**src/logic/pxc_pkg.sv**
```systemverilog
// constants and types for the extended control and status register bank
package pxc_pkg;
  // register numbers on the management bus
  localparam logic [4:0] REG_NP_ABILITY = 5'h08;
  localparam logic [4:0] REG_RSV_LO = 5'h09;
  localparam logic [4:0] REG_RSV_HI = 5'h0f;
  localparam logic [4:0] REG_EXT_CTRL = 5'h10;
  localparam logic [4:0] REG_QP_STATUS = 5'h11;
  // extended control field positions
  localparam int CTL_OVR_WE_BIT = 15;
  localparam int CTL_ADDR_HI = 10;
  localparam int CTL_ADDR_LO = 6;
  localparam int CTL_SCR_TEST_BIT = 5;
  localparam int CTL_NRZI_BIT = 3;
  localparam int CTL_TX_INVAL_BIT = 2;
  localparam int CTL_SCR_DIS_BIT = 0;
  // quick poll status field positions
  localparam int ST_RATE_BIT = 15;
  localparam int ST_DUPLEX_BIT = 14;
  localparam int ST_ANP_HI = 13;
  localparam int ST_ANP_LO = 11;
  // reset values
  localparam logic RST_OVR_WE = 1'b0;
  localparam logic RST_SCR_TEST = 1'b0;
  localparam logic RST_NRZI = 1'b1;
  localparam logic RST_TX_INVAL = 1'b0;
  localparam logic RST_SCR_DIS = 1'b0;
  localparam logic [3:0] RST_NP_CODE = 4'h0;
  localparam logic [2:0] RST_ANP = 3'h0;
  localparam logic [1:0] ADDR_HI_ZERO = 2'h0;
  // management frame layout
  localparam logic [5:0] PREAMBLE_LEN = 6'h20;
  localparam logic [3:0] HDR_LAST = 4'hc;
  localparam logic [3:0] DATA_LAST = 4'hf;
  localparam logic [1:0] OP_READ = 2'h2;
  localparam logic [1:0] OP_WRITE = 2'h1;
  typedef enum logic [4:0] {
    S_PRE = 5'h01,
    S_HDR = 5'h02,
    S_TA = 5'h04,
    S_RDATA = 5'h08,
    S_WDATA = 5'h10
  } pxc_mdio_state_t;
endpackage

```
**src/logic/pxc_ext_regs.sv**
```systemverilog
// management-bus slave with the extended control and quick poll status registers
`timescale 1ns/1ps
`default_nettype none
module pxc_ext_regs (
  input wire logic ref_clk_in,              // 125 MHz clock
  input wire logic rst_in,                  // sync reset, active high
  input wire logic mdc_in,                  // management clock pin
  input wire logic mdio_in,                 // management data pin, input side
  output logic mdio_out,                    // management data, output side
  output logic mdio_oe_n_out,               // low while driving management data
  input wire logic [3:0] np_code_in,        // received next-page code bits
  input wire logic np_page_valid_in,        // pulse: new partner page received
  input wire logic [2:0] phy_addr_strap_in, // address straps
  input wire logic speed_100_in,            // current rate is 100 Mbps
  input wire logic full_duplex_in,          // current duplex is full
  input wire logic [2:0] an_progress_in,    // current negotiation progress code
  output logic override_we_out,             // one-cycle override write enable
  output logic scr_test_out,                // scrambler test mode
  output logic nrzi_sel_out,                // 1 = nrzi, 0 = nrz
  output logic tx_invalid_en_out,           // allow invalid code groups
  output logic scr_disable_out,             // bypass scrambler
  output logic [4:0] phy_addr_out           // management address in use
);

  function automatic logic is_reserved(input logic [4:0] ra);
    is_reserved = (ra >= pxc_pkg::REG_RSV_LO) && (ra <= pxc_pkg::REG_RSV_HI);
  endfunction

  logic [2:0] mdc_sync_ff, mdio_sync_ff;
  logic mdc_lvl_ff, mdio_lvl_ff;
  logic mdc_rise;
  pxc_pkg::pxc_mdio_state_t state_ff;
  logic [5:0] ones_ff;
  logic [3:0] cnt_ff;
  logic [12:0] hdr_ff;
  logic [15:0] rd_sr_ff, wd_sr_ff;
  logic strap_pend_ff;
  logic [2:0] strap_ff;
  logic [3:0] np_ff;
  logic [2:0] anp_ff;
  logic ovr_we_ff, scr_test_ff, nrzi_ff, tx_inval_ff, scr_dis_ff;
  logic [4:0] hdr_reg, hdr_phy;
  logic [1:0] hdr_op;
  logic frame_ok, rd_load, wr_commit, rd_done17;
  logic [15:0] wr_data, ctl_rd, st_rd, rd_val;

  // three-stage pin synchronisers; a change counts when stages two and three agree
  always_ff @(posedge ref_clk_in) begin
    if (rst_in) begin
      mdc_sync_ff <= 3'h0;
      mdio_sync_ff <= 3'h0;
      mdc_lvl_ff <= 1'b0;
      mdio_lvl_ff <= 1'b0;
    end else begin
      mdc_sync_ff <= {mdc_sync_ff[1:0], mdc_in};
      mdio_sync_ff <= {mdio_sync_ff[1:0], mdio_in};
      if (mdc_sync_ff[1] == mdc_sync_ff[2])
        mdc_lvl_ff <= mdc_sync_ff[2];
      if (mdio_sync_ff[1] == mdio_sync_ff[2])
        mdio_lvl_ff <= mdio_sync_ff[2];
    end
  end

  assign mdc_rise = mdc_sync_ff[1] & mdc_sync_ff[2] & ~mdc_lvl_ff;
  assign hdr_reg = hdr_ff[4:0];
  assign hdr_phy = hdr_ff[9:5];
  assign hdr_op = hdr_ff[11:10];
  assign frame_ok = hdr_ff[12] && (hdr_phy == phy_addr_out);
  assign rd_load = mdc_rise && (state_ff == pxc_pkg::S_TA) && (cnt_ff == 4'h0)
                   && frame_ok && (hdr_op == pxc_pkg::OP_READ);
  assign wr_data = {wd_sr_ff[14:0], mdio_lvl_ff};
  assign wr_commit = mdc_rise && (state_ff == pxc_pkg::S_WDATA) && (cnt_ff == pxc_pkg::DATA_LAST);
  assign rd_done17 = mdc_rise && (state_ff == pxc_pkg::S_RDATA) && (cnt_ff == pxc_pkg::DATA_LAST)
                     && (hdr_reg == pxc_pkg::REG_QP_STATUS);

  // read images; reserved control bits read zero, override reads back its live state
  always_comb begin
    ctl_rd = 16'h0000;
    ctl_rd[pxc_pkg::CTL_OVR_WE_BIT] = ovr_we_ff;
    ctl_rd[pxc_pkg::CTL_ADDR_HI:pxc_pkg::CTL_ADDR_LO] = phy_addr_out;
    ctl_rd[pxc_pkg::CTL_SCR_TEST_BIT] = scr_test_ff;
    ctl_rd[pxc_pkg::CTL_NRZI_BIT] = nrzi_ff;
    ctl_rd[pxc_pkg::CTL_TX_INVAL_BIT] = tx_inval_ff;
    ctl_rd[pxc_pkg::CTL_SCR_DIS_BIT] = scr_dis_ff;
    st_rd = 16'h0000;
    st_rd[pxc_pkg::ST_RATE_BIT] = speed_100_in;
    st_rd[pxc_pkg::ST_DUPLEX_BIT] = full_duplex_in;
    st_rd[pxc_pkg::ST_ANP_HI:pxc_pkg::ST_ANP_LO] = anp_ff;
    rd_val = 16'h0000;
    if (is_reserved(hdr_reg))
      rd_val = 16'h0000;
    else if (hdr_reg == pxc_pkg::REG_NP_ABILITY)
      rd_val = {12'h000, np_ff};
    else if (hdr_reg == pxc_pkg::REG_EXT_CTRL)
      rd_val = ctl_rd;
    else if (hdr_reg == pxc_pkg::REG_QP_STATUS)
      rd_val = st_rd;
  end

  // frame sequencer: preamble, header, turnaround, data
  always_ff @(posedge ref_clk_in) begin
    if (rst_in) begin
      state_ff <= pxc_pkg::S_PRE;
      ones_ff <= 6'h00;
      cnt_ff <= 4'h0;
      hdr_ff <= 13'h0000;
      rd_sr_ff <= 16'h0000;
      wd_sr_ff <= 16'h0000;
    end else if (mdc_rise) begin
      case (state_ff)
        pxc_pkg::S_PRE: begin
          if (mdio_lvl_ff) begin
            if (ones_ff != pxc_pkg::PREAMBLE_LEN)
              ones_ff <= ones_ff + 6'h01;
          end else begin
            ones_ff <= 6'h00;
            cnt_ff <= 4'h0;
            if (ones_ff == pxc_pkg::PREAMBLE_LEN)
              state_ff <= pxc_pkg::S_HDR;
          end
        end
        pxc_pkg::S_HDR: begin
          hdr_ff <= {hdr_ff[11:0], mdio_lvl_ff};
          cnt_ff <= cnt_ff + 4'h1;
          if (cnt_ff == pxc_pkg::HDR_LAST) begin
            cnt_ff <= 4'h0;
            state_ff <= pxc_pkg::S_TA;
          end
        end
        pxc_pkg::S_TA: begin
          if (cnt_ff == 4'h0) begin
            cnt_ff <= 4'h1;
            if (rd_load)
              rd_sr_ff <= rd_val;
          end else begin
            cnt_ff <= 4'h0;
            rd_sr_ff <= {rd_sr_ff[14:0], 1'b0};
            if (frame_ok && hdr_op == pxc_pkg::OP_READ)
              state_ff <= pxc_pkg::S_RDATA;
            else if (frame_ok && hdr_op == pxc_pkg::OP_WRITE)
              state_ff <= pxc_pkg::S_WDATA;
            else
              state_ff <= pxc_pkg::S_PRE;
          end
        end
        pxc_pkg::S_RDATA: begin
          cnt_ff <= cnt_ff + 4'h1;
          rd_sr_ff <= {rd_sr_ff[14:0], 1'b0};
          if (cnt_ff == pxc_pkg::DATA_LAST)
            state_ff <= pxc_pkg::S_PRE;
        end
        pxc_pkg::S_WDATA: begin
          cnt_ff <= cnt_ff + 4'h1;
          wd_sr_ff <= wr_data;
          if (cnt_ff == pxc_pkg::DATA_LAST)
            state_ff <= pxc_pkg::S_PRE;
        end
        default: begin
          state_ff <= pxc_pkg::S_PRE;
          cnt_ff <= 4'h0;
        end
      endcase
    end
  end

  // data pin drive; zero in second turnaround bit, then msb first
  always_ff @(posedge ref_clk_in) begin
    if (rst_in) begin
      mdio_out <= 1'b0;
      mdio_oe_n_out <= 1'b1;
    end else if (mdc_rise) begin
      if (rd_load) begin
        mdio_out <= 1'b0;
        mdio_oe_n_out <= 1'b0;
      end else if (state_ff == pxc_pkg::S_TA && !mdio_oe_n_out) begin
        mdio_out <= rd_sr_ff[15];
      end else if (state_ff == pxc_pkg::S_RDATA && cnt_ff != pxc_pkg::DATA_LAST) begin
        mdio_out <= rd_sr_ff[15];
      end else begin
        mdio_out <= 1'b0;
        mdio_oe_n_out <= 1'b1;
      end
    end
  end

  // straps caught on the first cycle after reset release
  always_ff @(posedge ref_clk_in) begin
    if (rst_in) begin
      strap_pend_ff <= 1'b1;
      strap_ff <= 3'h0;
    end else if (strap_pend_ff) begin
      strap_pend_ff <= 1'b0;
      strap_ff <= phy_addr_strap_in;
    end
  end
  assign phy_addr_out = {pxc_pkg::ADDR_HI_ZERO, strap_ff};

  // control register; reserved bits are not stored, so a non-zero write there is harmless
  always_ff @(posedge ref_clk_in) begin
    if (rst_in) begin
      ovr_we_ff <= pxc_pkg::RST_OVR_WE;
      scr_test_ff <= pxc_pkg::RST_SCR_TEST;
      nrzi_ff <= pxc_pkg::RST_NRZI;
      tx_inval_ff <= pxc_pkg::RST_TX_INVAL;
      scr_dis_ff <= pxc_pkg::RST_SCR_DIS;
    end else begin
      ovr_we_ff <= 1'b0;
      if (wr_commit && hdr_reg == pxc_pkg::REG_EXT_CTRL) begin
        ovr_we_ff <= wr_data[pxc_pkg::CTL_OVR_WE_BIT];
        scr_test_ff <= wr_data[pxc_pkg::CTL_SCR_TEST_BIT];
        nrzi_ff <= wr_data[pxc_pkg::CTL_NRZI_BIT];
        tx_inval_ff <= wr_data[pxc_pkg::CTL_TX_INVAL_BIT];
        scr_dis_ff <= wr_data[pxc_pkg::CTL_SCR_DIS_BIT];
      end
    end
  end
  assign override_we_out = ovr_we_ff;
  assign scr_test_out = scr_test_ff;
  assign nrzi_sel_out = nrzi_ff;
  assign tx_invalid_en_out = tx_inval_ff;
  assign scr_disable_out = scr_dis_ff;

  always_ff @(posedge ref_clk_in) begin
    if (rst_in)
      np_ff <= pxc_pkg::RST_NP_CODE;
    else if (np_page_valid_in)
      np_ff <= np_code_in;
  end

  // hold highest until read; a new code in the read cycle is kept
  always_ff @(posedge ref_clk_in) begin
    if (rst_in)
      anp_ff <= pxc_pkg::RST_ANP;
    else if (rd_done17)
      anp_ff <= an_progress_in;
    else if (an_progress_in > anp_ff)
      anp_ff <= an_progress_in;
  end
endmodule
`default_nettype wire

```
**config.mk**
```make
export PLATFORM = sky130hd
export DESIGN_NAME = pxc_ext_regs
export DESIGN_NICKNAME = d
export VERILOG_FILES = /design/src/logic/pxc_pkg.sv /design/src/logic/pxc_ext_regs.sv
export SDC_FILE = /design/constraint.sdc
export NUM_CORES = 1
export LEC_CHECK = 0
export ABC_AREA = 1
export ABC_CLOCK_PERIOD_IN_PS = 3300
export BUFFER_PORTS_ARGS = -buffer_cell sky130_fd_sc_hd__buf_2
export CAP_MARGIN = 20
export CORE_ASPECT_RATIO = 0.5
export CORE_MARGIN = 1
export CORE_UTILIZATION = 40
export DETAILED_ROUTE_END_ITERATION = 16
export PLACE_DENSITY = 0.54
export SLEW_MARGIN = 20
export SYNTH_ARGS = -nofsm -noshare
export SYNTH_HDL_FRONTEND = slang
export SYNTH_SLANG_ARGS = --single-unit
export TNS_END_PERCENT = 10
```
**constraint.sdc**
```tcl
create_clock -name ref_clk_in -period 3.3 [get_ports ref_clk_in]
set_input_delay 0.165 -clock ref_clk_in [delete_from_list [all_inputs] [get_ports ref_clk_in]]
set_output_delay 0.165 -clock ref_clk_in [all_outputs]
set_load 0.01 [all_outputs]
```
==> summary.md <==
| Metric | Value |
|---|---|
| Status | `completed` |
| Antenna violations before repair | `0` |
| Fin Clk Skew | `0.00775 ns` |
| Starting Density | `42.0%` |
| Port bufs | `26` |
| Sequential element share of the synthesized area | `42.1%` |
| Routed via count | `3,461` |
| Setup total negative slack | `0 ns` |
| Largest family of logic cells by synthesized area | `simple AND/OR/NAND/NOR gates` |
| Final hold vios | `0` |
| Final hold slack | `0.0402 ns` |
| CP Launch Type | `flip-flop` |
| Clk pin slew, worst setup/hold paths | `0.07 ns` |
| Final antenna-violating net count | `0` |
| Clk sinks | `85` |
| Diode count | `0` |
| Synth Area in Compound Gates | `13.3%` |
| Die span in x | `144 um` |
| Most frequent cells in the layout | `nand2_1 (119), nor2_1 (115), dfxtp_1 (85), inv_1 (70), o21ai_0 (53)` |
| Worst EP arrival | `2.20 ns` |
| Main area contributors after synthesis | `dfxtp_1 (42%), nand2_1 (11%), nor2_1 (11%)` |
| Dpl cells | `733` |
| Root buffer cell | `clkbuf_16` |
| Type of the worst setup path | `reg2reg` |
| Fin util | `47.3%` |
| Crit end category | `flip-flop` |
| DRT iter0 DRCs | `232` |
| Pins Over Slew Limit | `0` |
| Top cell type's share of synthesized area | `42.1%` |
| Routed wire length | `8890 um` |
| Avg WL per Cell | `11.9 um` |
| # setup viols final | `0` |
| TritonCTS clock tree | `yes` |
| Commonest non-fill, non-tap cell in the layout | `nand2_1` |
| Worst EP required | `3.53 ns` |
| Post-route minimum period | `1.97 ns` |
| Mapped cell area | `0.00404 mm^2` |
| # hold bufs at CTS | `0` |
| Placed Area | `0.00422 mm^2` |
| First-pass GRT wire length | `14,900 um` |
| Rel. slew slack | `48.7%` |
| Grt total ovfl | `0` |
| Die H | `73.1 um` |
| Tot GR Track Use | `18.5%` |
| Area delta synth->final | `12.6%` |
| Fmax achieved | `508 MHz` |
| Dominant cell type by area after synthesis | `dfxtp_1` |
| Cell area power density | `495 mW/mm^2` |
| Vias in the first global route | `3,123` |
| DP HPWL | `6250 um` |
| Final period utilization | `59.7%` |
| Pin count of the biggest net entering global routing | `51` |
| Synth unique cells | `32` |
| Reg-to-reg slack, setup | `1.33 ns` |
| Proportion of layout cells with a drive suffix above 1 | `10.9%` |
| FP Rows | `25` |
| Via density | `4.62` |
| Syn Area/Cell | `6.85 um^2` |
| Ys Warns | `0` |
| Post-Synth Simple-Gate Area | `31.4%` |
| Finished Cell Area | `0.00455 mm^2` |
| Latest clock arrival within the worst-skew pair | `0.34 ns` |
| Post-synthesis mux area share | `0%` |
| Io pins | `29` |
| Layout Nets | `634` |
| Post-CTS Setup Inserts | `0` |
| Worst VDD drop | `0.000313 V` |
| Adder-Cell Fraction of Synth Area | `2.48%` |
| Layout Cells excl Fill | `749` |
| Die ar. | `0.0105 mm^2` |
| Placeable Area | `0.00963 mm^2` |
| Crit-path max FO | `23` |
| H-tree lvl count | `3` |
| Synthesized flop and latch total | `85` |
| CTS resizes | `0` |
| Drt first pass iters | `4` |
| Max-cap violations | `0` |
| Static leakage | `1.98 nW` |
| Post-Synthesis Cells | `590` |
| DRC Markers | `0` |
| GP Congestion | `0.790` |
| Worst-case clock buffer depth | `2` |
| Xor and xnor area share after synthesis | `0.650%` |
| Worst slew pin tran | `0.769 ns` |
| HP Class | `in2reg` |
| RSZ-0062 raised after global routing | `no` |
| Num CTS Buffers | `9` |
-- cell usage after synthesis (all sizes together) --
| cell type | count |
|---|---|
| o21ai | 56 |
| nor2 | 122 |
| nor3b | 1 |
| xor2 | 2 |
| clkbuf | 5 |
| dfxtp | 85 |
| a21oi | 46 |
| nand3 | 38 |
| ha | 8 |
| nand3b | 2 |
| nand2 | 128 |
| buf | 15 |
| conb | 1 |
| o211ai | 1 |
| inv | 72 |
| nor3 | 4 |
| clkinv | 1 |
| xnor2 | 1 |
| nand4 | 2 |
-- cell type report --
| cell class | instances | area, um^2 |
|---|---|---|
| Clock buffer | 9 | 225 |
| Clock inverter | 7 | 105 |
| Timing Repair Buffer | 27 | 138 |
| Multi-Input combinational cell | 413 | 1940 |
| Sequential cell | 85 | 1700 |
| Inverter | 73 | 274 |
| Tap cell | 135 | 169 |
| Fill cell | 1082 | 5080 |
-- worst max-delay path, cell delays in order (launching register included) --
cell	delay [ns]
dfxtp_1	0.34
inv_1	0.11
nand2_1	0.10
nor2_4	0.12
nand2_1	0.12
nor2_2	0.61
inv_1	0.19
o21ai_0	0.21
a21oi_1	0.06
-- registers in the layout, indices dropped and copies added, names as in the netlist --
name and flops:
anp_ff 3, cnt_ff 4, hdr_ff 13, mdc_lvl_ff 1
mdc_sync_ff 3, mdio_lvl_ff 1, mdio_oe_n_out 1, mdio_out 1
mdio_sync_ff 3, np_ff 4, nrzi_sel_out 1, ones_ff 6
override_we_out 1, rd_sr_ff 16, scr_disable_out 1, scr_test_out 1
state_ff 5, strap_ff 3, strap_pend_ff 1, tx_invalid_en_out 1
wd_sr_ff 15
-- kinds of logic after synthesis --
group	Yosys count
simple gates	297
compound gates	103
buf+inv	93
flops	85
fa+ha+maj	8
xor+xnor	3
other cells	1
-- through the flow --
stage	total power, mW	worst slack, ns
after floorplan	1.13	1.83
after global placement	1.16	1.41
after detailed placement	1.16	1.36
after CTS	2.28	1.34
after global routing	2.34	1.14
final	2.25	1.33
-- report_power, final --
| group | internal [mW] | switching [mW] |
|---|---|---|
| Sequential | 1.04 | 0.00864 |
| Combinational | 0.0301 | 0.0561 |
| Clock | 0.675 | 0.443 |
-- per-layer routing --
metal	wire length (um)	part of all wire, %	track usage [%]
met2	3570	40	27.2
met1	4930	55	26.5
met4	67	0.75	4.21
met5	0	0	0
met3	321	3.6	5.38
-- path summary, 6_finish.rpt --
| path | endpoint | cells after the start | start |
|---|---|---|---|
| max reg2reg | hdr_ff[1] | 8 | state_ff[2] |
| min | mdc_sync_ff[0] | 3 | mdc_in |
| max | hdr_ff[1] | 8 | state_ff[2] |
| min reg2reg | mdio_sync_ff[1] | 2 | mdio_sync_ff[0] |
Power figures use the tool's default switching activity.
